`config.mk`:
```
export PLATFORM = sky130hd
export DESIGN_NAME = adc_sample_sequencer_control
export DESIGN_NICKNAME = d
export VERILOG_FILES = /design/src/hdl/adc_seq_pkg.sv /design/src/hdl/seq_result_fifo.sv /design/src/hdl/adc_sample_sequencer_control.sv
export SDC_FILE = /design/constraint.sdc
export NUM_CORES = 1
export LEC_CHECK = 0
export BUFFER_PORTS_ARGS = -buffer_cell sky130_fd_sc_hd__clkbuf_2
export CAP_MARGIN = 15
export CORE_ASPECT_RATIO = 0.8
export CORE_UTILIZATION = 40
export CTS_CLUSTER_DIAMETER = 100
export DETAILED_ROUTE_END_ITERATION = 16
export MAX_ROUTING_LAYER = met4
export PLACE_DENSITY = 0.6
export SLEW_MARGIN = 20
export SYNTH_ARGS = -nofsm -noshare
export SYNTH_HDL_FRONTEND = slang
export SYNTH_HIERARCHICAL = 1
export SYNTH_SLANG_ARGS = --single-unit
```
`constraint.sdc`:
```
create_clock -name clk_sys -period 6.2 [get_ports clk_sys]
set_input_delay 0.62 -clock clk_sys [delete_from_list [all_inputs] [get_ports clk_sys]]
set_output_delay 0.62 -clock clk_sys [all_outputs]
set_load 0.05 [all_outputs]
```
`src/hdl/adc_seq_pkg.sv`:
```
package adc_seq_pkg;

  localparam int NUM_SEQ     = 4;
  localparam int RESULT_W    = 10;
  localparam int WORD_W      = 32;
  localparam int ADDR_W      = 12;
  localparam int NUM_EXT_TRG = 4;
  localparam int ACC_W       = 16;

  // Register offsets (byte addresses)
  localparam logic [11:0] OFF_ACTIVE     = 12'h000;
  localparam logic [11:0] OFF_RAW_IRQ    = 12'h004;
  localparam logic [11:0] OFF_IRQ_MASK   = 12'h008;
  localparam logic [11:0] OFF_IRQ_CLEAR  = 12'h00C;
  localparam logic [11:0] OFF_OVERFLOW   = 12'h010;
  localparam logic [11:0] OFF_EVENT_SEL  = 12'h014;
  localparam logic [11:0] OFF_UNDERFLOW  = 12'h018;
  localparam logic [11:0] OFF_PRIORITY   = 12'h020;
  localparam logic [11:0] OFF_INITIATE   = 12'h028;
  localparam logic [11:0] OFF_AVERAGE    = 12'h030;
  localparam logic [11:0] OFF_SEQ_BASE   = 12'h040;
  localparam logic [11:0] SEQ_STRIDE     = 12'h020;
  localparam logic [11:0] SEQ_INPUT_SEL  = 12'h000;
  localparam logic [11:0] SEQ_SAMPLE_CTL = 12'h004;
  localparam logic [11:0] SEQ_RESULT     = 12'h008;
  localparam logic [11:0] SEQ_STATUS     = 12'h00C;

  // Reset values and averaging limit
  localparam logic [15:0] PRIORITY_RESET = 16'h3210;
  localparam logic [2:0]  AVERAGE_RESET  = 3'h0;
  localparam logic [2:0]  AVERAGE_MAX    = 3'h6;

  // Sample-control nibble fields
  localparam int CTL_DIFF = 0;
  localparam int CTL_END  = 1;
  localparam int CTL_IE   = 2;
  localparam int CTL_TEMP = 3;

  // FIFO status fields
  localparam int STAT_TAIL_LSB = 0;
  localparam int STAT_HEAD_LSB = 4;
  localparam int STAT_EMPTY    = 8;
  localparam int STAT_FULL     = 12;

  // Converter clock divider
  localparam int SYS_CLK_KHZ     = 25000;
  localparam int CONV_TARGET_KHZ = 16667;
  localparam int CONV_DIV        = (SYS_CLK_KHZ + CONV_TARGET_KHZ - 1) / CONV_TARGET_KHZ;

  typedef enum logic [3:0] {
    EV_SOFTWARE = 4'h0,
    EV_TIMER    = 4'h1,
    EV_COMPARE  = 4'h2,
    EV_PWM      = 4'h3,
    EV_GPIO     = 4'h4,
    EV_ALWAYS   = 4'hF
  } event_src_t;

  typedef enum logic [2:0] {
    ST_IDLE    = 3'b001,
    ST_CONV    = 3'b010,
    ST_RELEASE = 3'b100
  } seq_state_t;

  function automatic int seqDepth(input int n);
    seqDepth = (n == 0) ? 8 : (n == 3) ? 1 : 4;
  endfunction : seqDepth

  function automatic logic [31:0] seqNibbleMask(input int n);
    seqNibbleMask = 32'hFFFF_FFFF >> (32 - 4 * seqDepth(n));
  endfunction : seqNibbleMask

endpackage : adc_seq_pkg

```
`src/hdl/seq_result_fifo.sv`:
```
`timescale 1ns/1ps
module seq_result_fifo #(
  parameter int DEPTH = 8,
  parameter int WIDTH = 10
) (
  input  wire logic             clk_sys,
  input  wire logic             reset_n,
  input  wire logic             pushValid,
  input  wire logic [WIDTH-1:0] pushData,
  input  wire logic             popReq,
  output logic      [WIDTH-1:0] popData,
  output logic      [3:0]       headPtr,
  output logic      [3:0]       tailPtr,
  output logic                  full,
  output logic                  empty
);
  localparam int PW = (DEPTH > 1) ? $clog2(DEPTH) : 1;
  localparam logic [PW-1:0] LAST = PW'(DEPTH - 1);

  logic [WIDTH-1:0] mem [DEPTH];
  logic [PW-1:0]    head;
  logic [PW-1:0]    tail;
  logic [PW:0]      count;

  assign full    = (count == (PW+1)'(DEPTH));
  assign empty   = (count == '0);
  assign popData = mem[head];
  assign headPtr = 4'(head);
  assign tailPtr = 4'(tail);

  // Circular storage: writes past full and reads of empty leave pointers alone
  always_ff @(posedge clk_sys) begin
    if (pushValid && !full) begin
      mem[tail] <= pushData;
    end
  end

  always_ff @(posedge clk_sys or negedge reset_n) begin
    if (!reset_n) begin
      head  <= '0;
      tail  <= '0;
      count <= '0;
    end else begin
      if (pushValid && !full) begin
        tail <= (tail == LAST) ? '0 : tail + 1'b1;
      end
      if (popReq && !empty) begin
        head <= (head == LAST) ? '0 : head + 1'b1;
      end
      count <= count + (PW+1)'(pushValid && !full) - (PW+1)'(popReq && !empty);
    end
  end

endmodule : seq_result_fifo

```
`src/hdl/adc_sample_sequencer_control.sv`:
```
`timescale 1ns/1ps
// What this block does
// - 10-bit results, four inputs plus temperature sensor
// - Four independent sequencers, each with own FIFO
// - FIFO word is 32 bits, result low
// - Capacities 8, 4, 4, 1 samples and depths
// - Each step: input nibble plus control nibble
// - Control nibble: temperature, irq enable, end, differential
// - Run only when enabled; configure while disabled
// - Same input may repeat within a sequence
// - Interrupt after each sample with enable set
// - Stop after the step marked end
// - Circular FIFO; each read pops oldest entry
// - Status shows head, tail, full, empty
// - Overflow and underflow recorded per sequencer
// - Converter side runs in its own clock
// - Converter clock divider set automatically by hardware
// - Averaging of up to 64 conversions
// - Per-sequencer trigger source, interrupt and priority
// - Steps convert back to back once triggered
// - Interrupt equals raw status and mask; W1C
// - Concurrent triggers served by priority, 0 highest
// - Averaging off after reset; one shared setting
// - Initiate bit starts software-triggered sequencer
module adc_sample_sequencer_control
(
  input  wire logic                                clk_sys,
  input  wire logic                                reset_n,
  input  wire logic [adc_seq_pkg::ADDR_W-1:0]      regAddr,
  input  wire logic [adc_seq_pkg::WORD_W-1:0]      regWdata,
  input  wire logic                                regWrite,
  input  wire logic                                regRead,
  output logic      [adc_seq_pkg::WORD_W-1:0]      regRdata,
  input  wire logic [adc_seq_pkg::NUM_EXT_TRG-1:0] extTrigger,
  output logic                                     convClk,
  output logic                                     convStart,
  output logic      [3:0]                          convInput,
  output logic                                     convDiff,
  output logic                                     convTempSel,
  input  wire logic                                convDone,
  input  wire logic [adc_seq_pkg::RESULT_W-1:0]    convResult,
  output logic      [adc_seq_pkg::NUM_SEQ-1:0]     seqIrq
);
  import adc_seq_pkg::*;

  logic [NUM_SEQ-1:0]  activeEnable;
  logic [NUM_SEQ-1:0]  rawIrq;
  logic [NUM_SEQ-1:0]  irqMask;
  logic [NUM_SEQ-1:0]  overflowFlag;
  logic [NUM_SEQ-1:0]  underflowFlag;
  logic [NUM_SEQ-1:0]  pending;
  logic [15:0]         eventSel;
  logic [15:0]         priorityReg;
  logic [2:0]          avgLog;
  logic [31:0]         seqMux [NUM_SEQ];
  logic [31:0]         seqCtl [NUM_SEQ];

  logic                doneMeta;
  logic                doneSync;
  logic [NUM_EXT_TRG-1:0] trigMeta;
  logic [NUM_EXT_TRG-1:0] trigSync;
  logic [NUM_EXT_TRG-1:0] trigPrev;
  logic [NUM_EXT_TRG-1:0] trigEdge;

  seq_state_t          state;
  logic [1:0]          curSeq;
  logic [2:0]          step;
  logic [6:0]          avgCount;
  logic [ACC_W-1:0]    acc;
  logic [7:0]          divCount;

  logic [NUM_SEQ-1:0]  fifoPop;
  logic [NUM_SEQ-1:0]  fifoPush;
  logic [NUM_SEQ-1:0]  fifoFull;
  logic [NUM_SEQ-1:0]  fifoEmpty;
  logic [RESULT_W-1:0] popData [NUM_SEQ];
  logic [3:0]          headPtr [NUM_SEQ];
  logic [3:0]          tailPtr [NUM_SEQ];
  logic [NUM_SEQ-1:0]  seqWrMux;
  logic [NUM_SEQ-1:0]  seqWrCtl;
  logic [NUM_SEQ-1:0]  trigHit;
  logic [NUM_SEQ-1:0]  initiate;
  logic [3:0]          curCtl;
  logic                lastAvg;
  logic                lastStep;
  logic                pushNow;
  logic [RESULT_W-1:0] pushData;
  logic                anyPending;
  logic [1:0]          winner;
  logic [WORD_W-1:0]   next_regRdata;

  assign seqIrq = rawIrq & irqMask;

  // Converter core lives in its own clock; done is a level of a 4-phase handshake
  always_ff @(posedge clk_sys or negedge reset_n) begin
    if (!reset_n) begin
      doneMeta <= 1'b0;
      doneSync <= 1'b0;
      trigMeta <= '0;
      trigSync <= '0;
      trigPrev <= '0;
    end else begin
      doneMeta <= convDone;
      doneSync <= doneMeta;
      trigMeta <= extTrigger;
      trigSync <= trigMeta;
      trigPrev <= trigSync;
    end
  end
  assign trigEdge = trigSync & ~trigPrev;

  // Converter clock derived from the system clock with no software setting
  always_ff @(posedge clk_sys or negedge reset_n) begin
    if (!reset_n) begin
      divCount <= '0;
      convClk  <= 1'b0;
    end else begin
      divCount <= (divCount == 8'(CONV_DIV - 1)) ? '0 : divCount + 1'b1;
      convClk  <= (divCount < 8'(CONV_DIV / 2));
    end
  end

  // Register decode
  always_comb begin
    initiate = '0;
    for (int n = 0; n < NUM_SEQ; n++) begin
      seqWrMux[n] = regWrite && regAddr == 12'(OFF_SEQ_BASE + SEQ_STRIDE * n + SEQ_INPUT_SEL);
      seqWrCtl[n] = regWrite && regAddr == 12'(OFF_SEQ_BASE + SEQ_STRIDE * n + SEQ_SAMPLE_CTL);
      fifoPop[n]  = regRead && regAddr == 12'(OFF_SEQ_BASE + SEQ_STRIDE * n + SEQ_RESULT);
      if (regWrite && regAddr == OFF_INITIATE) begin
        initiate[n] = regWdata[n];
      end
    end
  end

  // Trigger selection per sequencer
  always_comb begin
    for (int n = 0; n < NUM_SEQ; n++) begin
      unique case (eventSel[4*n +: 4])
        EV_SOFTWARE: trigHit[n] = initiate[n];
        EV_TIMER:    trigHit[n] = trigEdge[0];
        EV_COMPARE:  trigHit[n] = trigEdge[1];
        EV_PWM:      trigHit[n] = trigEdge[2];
        EV_GPIO:     trigHit[n] = trigEdge[3];
        EV_ALWAYS:   trigHit[n] = 1'b1;
        default:     trigHit[n] = 1'b0;
      endcase
    end
  end

  // Priority arbiter; equal priorities fall back to lowest index
  always_comb begin
    logic [2:0] best;
    best       = 3'h4;
    winner     = 2'h0;
    anyPending = 1'b0;
    for (int n = NUM_SEQ - 1; n >= 0; n--) begin
      if (pending[n] && activeEnable[n] && {1'b0, priorityReg[4*n +: 2]} <= best) begin
        best       = {1'b0, priorityReg[4*n +: 2]};
        winner     = 2'(n);
        anyPending = 1'b1;
      end
    end
  end

  // Control registers
  always_ff @(posedge clk_sys or negedge reset_n) begin
    if (!reset_n) begin
      activeEnable <= '0;
      irqMask      <= '0;
      eventSel     <= '0;
      priorityReg  <= PRIORITY_RESET;
      avgLog       <= AVERAGE_RESET;
    end else if (regWrite) begin
      unique case (regAddr)
        OFF_ACTIVE:    activeEnable <= regWdata[NUM_SEQ-1:0];
        OFF_IRQ_MASK:  irqMask      <= regWdata[NUM_SEQ-1:0];
        OFF_EVENT_SEL: eventSel     <= regWdata[15:0];
        OFF_PRIORITY:  priorityReg  <= regWdata[15:0] & 16'h3333;
        OFF_AVERAGE:   avgLog       <= (regWdata[2:0] > AVERAGE_MAX) ? AVERAGE_MAX
                                                                     : regWdata[2:0];
        default:       ;
      endcase
    end
  end

  // Step tables stay writable whether or not the sequencer runs
  always_ff @(posedge clk_sys or negedge reset_n) begin
    if (!reset_n) begin
      for (int n = 0; n < NUM_SEQ; n++) begin
        seqMux[n] <= '0;
        seqCtl[n] <= '0;
      end
    end else begin
      for (int n = 0; n < NUM_SEQ; n++) begin
        if (seqWrMux[n]) begin
          seqMux[n] <= regWdata & seqNibbleMask(n);
        end
        if (seqWrCtl[n]) begin
          seqCtl[n] <= regWdata & seqNibbleMask(n);
        end
      end
    end
  end

  // Sticky flags; a new event in the clear cycle wins
  always_ff @(posedge clk_sys or negedge reset_n) begin
    if (!reset_n) begin
      rawIrq        <= '0;
      overflowFlag  <= '0;
      underflowFlag <= '0;
      pending       <= '0;
    end else begin
      for (int n = 0; n < NUM_SEQ; n++) begin
        if (fifoPush[n] && curCtl[CTL_IE]) begin
          rawIrq[n] <= 1'b1;
        end else if (regWrite && regAddr == OFF_IRQ_CLEAR && regWdata[n]) begin
          rawIrq[n] <= 1'b0;
        end
        if (fifoPush[n] && fifoFull[n]) begin
          overflowFlag[n] <= 1'b1;
        end else if (regWrite && regAddr == OFF_OVERFLOW && regWdata[n]) begin
          overflowFlag[n] <= 1'b0;
        end
        if (fifoPop[n] && fifoEmpty[n]) begin
          underflowFlag[n] <= 1'b1;
        end else if (regWrite && regAddr == OFF_UNDERFLOW && regWdata[n]) begin
          underflowFlag[n] <= 1'b0;
        end
        if (activeEnable[n] && trigHit[n]) begin
          pending[n] <= 1'b1;
        end else if (!activeEnable[n] || (state == ST_IDLE && anyPending && winner == 2'(n))) begin
          pending[n] <= 1'b0;
        end
      end
    end
  end

  // Sample engine
  assign lastAvg  = (avgCount == 7'((1 << avgLog) - 1));
  assign lastStep = curCtl[CTL_END] || step == 3'(seqDepth(int'(curSeq)) - 1);
  assign pushNow  = (state == ST_RELEASE) && !doneSync && lastAvg;
  assign pushData = RESULT_W'(acc >> avgLog);

  always_comb begin
    fifoPush = '0;
    fifoPush[curSeq] = pushNow;
  end

  always_ff @(posedge clk_sys or negedge reset_n) begin
    if (!reset_n) begin
      state       <= ST_IDLE;
      curSeq      <= '0;
      step        <= '0;
      avgCount    <= '0;
      acc         <= '0;
      curCtl      <= '0;
      convStart   <= 1'b0;
      convInput   <= '0;
      convDiff    <= 1'b0;
      convTempSel <= 1'b0;
    end else begin
      unique case (state)
        ST_IDLE: begin
          if (anyPending) begin
            curSeq      <= winner;
            step        <= '0;
            avgCount    <= '0;
            acc         <= '0;
            curCtl      <= seqCtl[winner][3:0];
            convInput   <= seqMux[winner][3:0];
            convDiff    <= seqCtl[winner][CTL_DIFF];
            convTempSel <= seqCtl[winner][CTL_TEMP];
            convStart   <= 1'b1;
            state       <= ST_CONV;
          end
        end
        ST_CONV: begin
          if (doneSync) begin
            acc       <= acc + ACC_W'(convResult);
            convStart <= 1'b0;
            state     <= ST_RELEASE;
          end
        end
        ST_RELEASE: begin
          if (!doneSync) begin
            if (!lastAvg) begin
              avgCount  <= avgCount + 1'b1;
              convStart <= 1'b1;
              state     <= ST_CONV;
            end else if (lastStep || !activeEnable[curSeq]) begin
              state <= ST_IDLE;
            end else begin
              step        <= step + 1'b1;
              avgCount    <= '0;
              acc         <= '0;
              curCtl      <= seqCtl[curSeq][4*(step+1'b1) +: 4];
              convInput   <= seqMux[curSeq][4*(step+1'b1) +: 4];
              convDiff    <= seqCtl[curSeq][4*(step+1'b1) + CTL_DIFF];
              convTempSel <= seqCtl[curSeq][4*(step+1'b1) + CTL_TEMP];
              convStart   <= 1'b1;
              state       <= ST_CONV;
            end
          end
        end
      endcase
    end
  end

  generate
    for (genvar n = 0; n < NUM_SEQ; n++) begin : g_fifo
      seq_result_fifo #(
        .DEPTH (seqDepth(n)),
        .WIDTH (RESULT_W)
      ) u_fifo (
        .clk_sys   (clk_sys),
        .reset_n   (reset_n),
        .pushValid (fifoPush[n]),
        .pushData  (pushData),
        .popReq    (fifoPop[n]),
        .popData   (popData[n]),
        .headPtr   (headPtr[n]),
        .tailPtr   (tailPtr[n]),
        .full      (fifoFull[n]),
        .empty     (fifoEmpty[n])
      );
    end
  endgenerate

  // Read data, one cycle after the strobe
  always_comb begin
    next_regRdata = '0;
    unique case (regAddr)
      OFF_ACTIVE:    next_regRdata[NUM_SEQ-1:0] = activeEnable;
      OFF_RAW_IRQ:   next_regRdata[NUM_SEQ-1:0] = rawIrq;
      OFF_IRQ_MASK:  next_regRdata[NUM_SEQ-1:0] = irqMask;
      OFF_IRQ_CLEAR: next_regRdata[NUM_SEQ-1:0] = seqIrq;
      OFF_OVERFLOW:  next_regRdata[NUM_SEQ-1:0] = overflowFlag;
      OFF_EVENT_SEL: next_regRdata[15:0] = eventSel;
      OFF_UNDERFLOW: next_regRdata[NUM_SEQ-1:0] = underflowFlag;
      OFF_PRIORITY:  next_regRdata[15:0] = priorityReg;
      OFF_AVERAGE:   next_regRdata[2:0] = avgLog;
      default:       ;
    endcase
    for (int n = 0; n < NUM_SEQ; n++) begin
      if (regAddr == 12'(OFF_SEQ_BASE + SEQ_STRIDE * n + SEQ_INPUT_SEL)) begin
        next_regRdata = seqMux[n];
      end
      if (regAddr == 12'(OFF_SEQ_BASE + SEQ_STRIDE * n + SEQ_SAMPLE_CTL)) begin
        next_regRdata = seqCtl[n];
      end
      if (regAddr == 12'(OFF_SEQ_BASE + SEQ_STRIDE * n + SEQ_RESULT) && !fifoEmpty[n]) begin
        next_regRdata[RESULT_W-1:0] = popData[n];
      end
      if (regAddr == 12'(OFF_SEQ_BASE + SEQ_STRIDE * n + SEQ_STATUS)) begin
        next_regRdata[STAT_TAIL_LSB +: 4] = tailPtr[n];
        next_regRdata[STAT_HEAD_LSB +: 4] = headPtr[n];
        next_regRdata[STAT_EMPTY]         = fifoEmpty[n];
        next_regRdata[STAT_FULL]          = fifoFull[n];
      end
    end
  end

  always_ff @(posedge clk_sys or negedge reset_n) begin
    if (!reset_n) begin
      regRdata <= '0;
    end else begin
      regRdata <= regRead ? next_regRdata : '0;
    end
  end
endmodule : adc_sample_sequencer_control

```
-- Yosys cells after proc, flatten, opt, wreduce, memory -nomap -nowiden
Memory sizes are Yosys's and may differ from the RTL's.
Cells that the tools add are included.
- register bits: 311
- input bits: 63
- logic and storage cells: 474
- memories: 4
- bits in writable memories: 170
- memories (name ; words ; bits a word ; rd ports ; clocked after memory_dff ; write ports ; line ; RTL):
    g_fifo[0].u_fifo.mem ; 8 ; 10 ; 1 ; 0 ; 1 ; seq_result_fifo.sv:20 ; logic [WIDTH-1:0] mem [DEPTH];
    g_fifo[1].u_fifo.mem ; 4 ; 10 ; 1 ; 0 ; 1 ; seq_result_fifo.sv:20 ;
    g_fifo[2].u_fifo.mem ; 4 ; 10 ; 1 ; 0 ; 1 ; seq_result_fifo.sv:20 ;
    g_fifo[3].u_fifo.mem ; 1 ; 10 ; 1 ; 0 ; 1 ; seq_result_fifo.sv:20 ;
- shift operators: 4
- bitwise operators: 6
- mux-type cells: 163
- equality and inequality tests: 71
- reductions and logical operators: 131
- order comparisons: 12
- $add $sub $neg: 24
- operators with widths (cell ; count):
    $mux W32 ; 13
    $bmux W32 S2 ; 4
    $eq A12 B7 Y1 const B ; 8
    $eq A12 B8 Y1 const B ; 8
    $mux W16 ; 5
    $logic_and A1 B1 Y1 ; 72
    $mux W1 ; 71
    $mux W3 ; 19
    $pmux W16 S3 ; 1
    $mux W10 ; 4
    $eq A12 B5 Y1 const B ; 3
    $eq A12 B6 Y1 const B ; 3
    $mux W9 ; 4
    $reduce_bool A2 Y1 ; 17
    $shiftx A32 B33 Y4 ; 1
    $eq A4 B2 Y1 const B ; 8
    $lt A32 B6 Y1 const B ; 1
    $mux W4 ; 8
    $shiftx A32 B7 Y3 ; 1
    $mux W7 ; 4
    $pmux W3 S9 ; 1
    $eq A12 B4 Y1 const B ; 2
    $pmux W1 S6 ; 4
    $pmux W12 S2 ; 1
    other kinds (66) ; 148

-- Depth between registers and ports, before layout
- depth after elaboration: 19
- gate-level depth with buffers: 24

-- By module
The synthesis kept the hierarchy.
- modules (own cells, without submodules) (module ; cells an instance ; area an instance (um2) ; sequential area each (um2) ; times used):
    adc_sample_sequencer_control ; 1491 ; 15491.1 ; 7063.0 ; 1
    seq_result_fifo at g_fifo[1].u_fifo ... ; 97 ; 1934.4 ; 1376.3 ; 2
    seq_result_fifo at g_fifo[0].u_fifo ; 179 ; 3724.8 ; 2652.5 ; 1
    seq_result_fifo at g_fifo[3].u_fifo ; 31 ; 489.2 ; 350.3 ; 1

-- Worst setup path before layout
Ideal clock, no wire load.
- kind: reg-to-reg
- from: register avgLog[0]
- to: memory g_fifo[0].u_fifo.mem[0][0] (enable)
- stages on the path, launching flop included: 15
- clock period less this slack: 4503 ps
- required time: 5796 ps
- data arrival time: 4100 ps
- setup slack: 1697 ps
- path through: dfrtp_1 buf_2 buf_2 buf_1 nand2_1 ha_1 buf_2 or3_1 a211oi_1 a311oi_1 or3_1 nor3_1 and2_1 nand2_2 nor4_1
- word-level cells in the longest chain between the ends: 8
- RTL lines (item ; line ; RTL):
    from (decl) ; adc_sample_sequencer_control.sv:54 ; logic [2:0] avgLog;
    from (signal assigned) ; adc_sample_sequencer_control.sv:180 ; OFF_AVERAGE: avgLog <= (regWdata[2:0] > AVERAGE_MAX) ? AVERAGE_MAX
    $shl A1 B3 Y7 ; adc_sample_sequencer_control.sv:240 ; assign lastAvg = (avgCount == 7'((1 << avgLog) - 1));
    $sub A7 B2 Y7 ; adc_sample_sequencer_control.sv:240 ;
    $eq A7 B7 Y1 ; adc_sample_sequencer_control.sv:240 ;
    $logic_and A1 B1 Y1 ; adc_sample_sequencer_control.sv:242 ; assign pushNow = (state == ST_RELEASE) && !doneSync && lastAvg;
    $and A4 B4 Y4 (no source line) ; n/a ;
    via fifoPush[0] ; adc_sample_sequencer_control.sv:73 ; logic [NUM_SEQ-1:0] fifoPush;
    $logic_and A1 B1 Y1 ; seq_result_fifo.sv:33 ; if (pushValid && !full) begin
    $mux W1 ; seq_result_fifo.sv:33 ;
    $mux W1 (implied by the code) ; seq_result_fifo.sv:34 ; mem[tail] <= pushData;
    to (decl) ; seq_result_fifo.sv:20 ;
The timed path passes the listed nets, and every way through them passes these cells.

-- Worst setup path after layout
- from: register avgLog[0]
- to: register g_fifo[2].u_fifo.count[2]
- word-level cells in the longest chain between the ends: 8
- RTL lines (item ; line ; RTL):
    $shl A1 B3 Y7 ; adc_sample_sequencer_control.sv:240 ;
    $sub A7 B2 Y7 ; adc_sample_sequencer_control.sv:240 ;
    $eq A7 B7 Y1 ; adc_sample_sequencer_control.sv:240 ;
    $logic_and A1 B1 Y1 ; adc_sample_sequencer_control.sv:242 ;
    $and A4 B4 Y4 (no source line) ; n/a ;
    via fifoPush[2] ; adc_sample_sequencer_control.sv:73 ;
    $logic_and A1 B1 Y1 ; seq_result_fifo.sv:50 ; count <= count + (PW+1)'(pushValid && !full) - (PW+1)'(popReq && !empty);
    $add A3 B1 Y3 ; seq_result_fifo.sv:50 ;
    $sub A3 B1 Y3 ; seq_result_fifo.sv:50 ;
    to (signal assigned) ; seq_result_fifo.sv:50 ;
    to (decl) ; seq_result_fifo.sv:23 ; logic [PW:0] count;
The timed path passes the listed nets, and every way through them passes these cells.
A chain may end at the register's enable or synchronous reset.

==> impl_metrics.csv <==
group,metric,value,unit
place,port_buffers,106,
pwr,intPower,5320,uW
detailed_routing,drc_errors,0,
pwr,power_density,278,nW/um^2
global_routing,overflow,0,
status,status,"finished with violations",
floorplan,die_area,59900,sq um
status,violations,"negative hold slack",
critical_path,crit_arrival,5.94,ns
sta,grt_setup_unrepaired,"no",
global_routing,use_met3,4.16,%
logic_synthesis,ys_types,92,
logic_synthesis,yosysWarnings,6,
logic_synthesis,synth_compound_area_share,11.6,%
logic_synthesis,syn_inst,1895,
critical_path,criticalPathCategory,"flip-flop to flip-flop",
logic_synthesis,syn_avg_cell_area,12.4,sq um
detailed_routing,dr_total_vias,16800,
logic_synthesis,synth-seq-cells,478,
pwr,irDropWorstVdd,0.194,mV
clock_tree,clk_path_buf_depth,3,
critical_path,startpoint_type,"flip-flop",
logic_synthesis,syn-cell-area,23600,sq um
hold_path,hold_path.class,"input port to asynchronous set/reset pin",
pwr,p_comb_share,12.2,%
critical_path,regToRegSetupSlack,0.77,ns
detailed_routing,ant_nets,0,
floorplan,coreArea,58200,sq um
sta,worst_hold_slack,-0.00232,ns
place,dp_hpwl,51.3,mm
clock_tree,clock_latency,0.60,ns
pwr,p_total,7360,uW
detailed_routing,vias_per_cell,6.03,
logic_synthesis,async_reset_ff_share,64.4,%
clock_tree,cts_tree,"built",
logic_synthesis,yosys.area.top_type,"dfrtp_1",
sta,hold_viol,1,
floorplan,initial_core_util,40.5,%
sta,worst_pin_slew,1.16,ns
critical_path,r2r-start,"avgLog[0]",
logic_synthesis,yosysSeqAreaShare,54.4,%
sta,clock.fmax,0.184,GHz
global_routing,use_met1,36.7,%
detailed_routing,wl_per_cell,26.0,microns
place,gp_congestion,0.984,
logic_synthesis,yosysTopAreaCellShare,32.2,%
final_layout,regArea,12800,sq um
sta,post-route-period-util,87.6,%
clock_tree,root_buffer,"clkbuf_16",
critical_path,r2r-end,"g_fifo[2].u_fifo/count[2]",
final_layout,final_cell_mix,"302 x dfrtp_1, 196 x mux2_2, 170 x edfxtp_1",
logic_synthesis,synth_mux_area_share,16.3,%
sta,finalSetupViolCount,0,
critical_path,cp-startpoint,"avgLog[0]",
logic_synthesis,synthTopCellsByArea,"dfrtp_1 32%, edfxtp_1 22%, mux2_2 9.4%",
global_routing,antenna_found_initial,4,
critical_path,end_kind,"flip-flop",
critical_path,worstRegToRegCells,15,
clock_tree,clkSinkCount,478,
global_routing,grt_pass1_wl,108,mm
clock_tree,cts_resized,0,
global_routing,grt_busiest_layer,"met1",
critical_path,required,6.71,ns
sta,setup-tns-final,0,ns
sta,fin_skew,0.0211,ns
logic_synthesis,synth_edf_count,170,
pwr,power.leakage,0.0111,uW
clock_tree,clk_pin_slew,0.06,ns
final_layout,drive_above_1_share,24.3,%
sta,slew_violations,0,
logic_synthesis,synth_simple_gate_area_share,9.96,%
logic_synthesis,synth_top_family_by_area,"multiplexers",
final_layout,multi_input_area,10100,sq um
floorplan,die_w,273,microns
pwr,seqPwrFrac,47.7,%
pwr,p_sw_share,27.6,%
global_routing,grt_max_degree,174,
job,maxCapViolCount,0,
final_layout,fin_nets,2096,
sta,relSlewSlack,22.9,%
pwr,power.switching,2030,uW
logic_synthesis,synth-adder-area-share,2.89,%
final_layout,area_growth,12.3,%
critical_path,worstPathMaxFanout,26,
clock_tree,cts_buffers,49,
clock_tree,hold_buffers,0,
sta,fin_crit,5.43,ns
global_routing,grt_pass1_vias,16300,
detailed_routing,dr.pass1.iters,6,
final_layout,fillers,5269,
pwr,power.share.clock,40.1,%
detailed_routing,wl,72.5,mm
global_routing,met2_usage,35.8,%
global_routing,track_usage,25.0,%
logic_synthesis,synthFlopType,"dfrtp_1",
final_layout,layout_commonest_cell,"dfrtp_1",
logic_synthesis,synth_xor_area_share,1.37,%
floorplan,rows,79,
floorplan,chipHeight,219,microns
clock_tree,cts_max_level,2,
floorplan,pin_count,107,
detailed_routing,initialDrtViolationCount,1851,
clock_tree,post-cts-setup-buffer-count,0,
worst max-delay path, cell delays in order, from the launching register on:
cell and delay (ns):
dfrtp_1 0.99, inv_1 0.23, nand2_1 0.15, ha_1 0.35, nand3_1 0.16, a211oi_1 0.36
a311oi_1 0.13, or3_1 0.39, nor3_1 0.75, and3b_1 0.48, nor2b_2 0.37, ha_1 0.21
inv_1 0.05, fa_1 0.40, xnor2_1 0.18, xnor2_1 0.14
per-layer routing:
layer / vias to the layer above / share of wire [%]
met3: 114 / 7.6
li1: 7331 / -
met1: 8690 / 46
met5: - / 0
met2: 693 / 44
met4: 0 / 2.1
cells by family after synthesis:
group | after synthesis
flip-flops | 478
AND/OR/NAND/NOR | 462
other | 4
adder cells (fa/ha/maj) | 52
buffers and inverters | 175
multiplexers | 294
XOR/XNOR | 37
AO/OA/AOI/OAI | 393
power groups by stage:
stage               clock network [uW]  registers (uW)  logic [uW]
floorplan                            0            3580         536
global placement                     0            3560         880
detailed placement                   0            3570         895
CTS                               3000            3510         899
global route                      3120            3520         991
finish                            2950            3510         899
final cells by class:
class	count	area share (%)
antenna	2	0.0189
tap	769	3.63
inverter	51	0.723
timing repair buffer	145	3.19
multi-input combinational	1256	38.0
clock buffer	67	5.31
clock inverter	24	0.671
sequential	478	48.4
cells in the mapped netlist (all sizes together), types with 23 or more instances:
master    n
dfrtp   303
mux2    200
edfxtp  170
nor2    127
nand2   125
o21ai    88
buf      67
clkbuf   57
a21oi    56
inv      49
ha       48
mux2i    48
mux4     46
a22oi    39
nor3     33
nand3    32
and2     27
a221oi   25
a22o     24
xnor2    23
registers in the layout, indices dropped and copies added, names as in the netlist, 7 cells and up:
signal / count
g_fifo.u_fifo/count: 12
priorityReg: 8
acc: 16
seqMux: 68
divCount: 8
seqCtl: 68
g_fifo.u_fifo/head: 7
regRdata: 32
g_fifo.u_fifo/tail: 7
avgCount: 7
eventSel: 16
g_fifo.u_fifo/mem: 170
through the flow:
step	utilization [%]	setup WS, ns	instance area (sq um)	instances
5_1_grt	45.5	0.444	26500	2792
3_5_place_dp	42.7	0.899	24900	2699
3_3_place_gp	42.7	1.14	24900	2699
6_report	45.5	0.766	26500	2792
4_1_cts	45.5	0.838	26500	2790
2_1_floorplan	-	1.70	23600	1909
worst max path at each step:
stage                                 end  slack (ns)  cells after the start
6_report        g_fifo[2].u_fifo/count[2]        0.77                     15
5_1_grt         g_fifo[2].u_fifo/count[2]        0.44                     15
4_1_cts         g_fifo[2].u_fifo/count[2]        0.84                     15
3_5_place_dp    g_fifo[2].u_fifo/count[2]        0.90                     15
3_3_place_gp    g_fifo[2].u_fifo/count[2]        1.14                     15
2_1_floorplan  g_fifo[0].u_fifo/mem[0][0]        1.70                     14
Note: power is estimated with default switching activity, not from simulation.
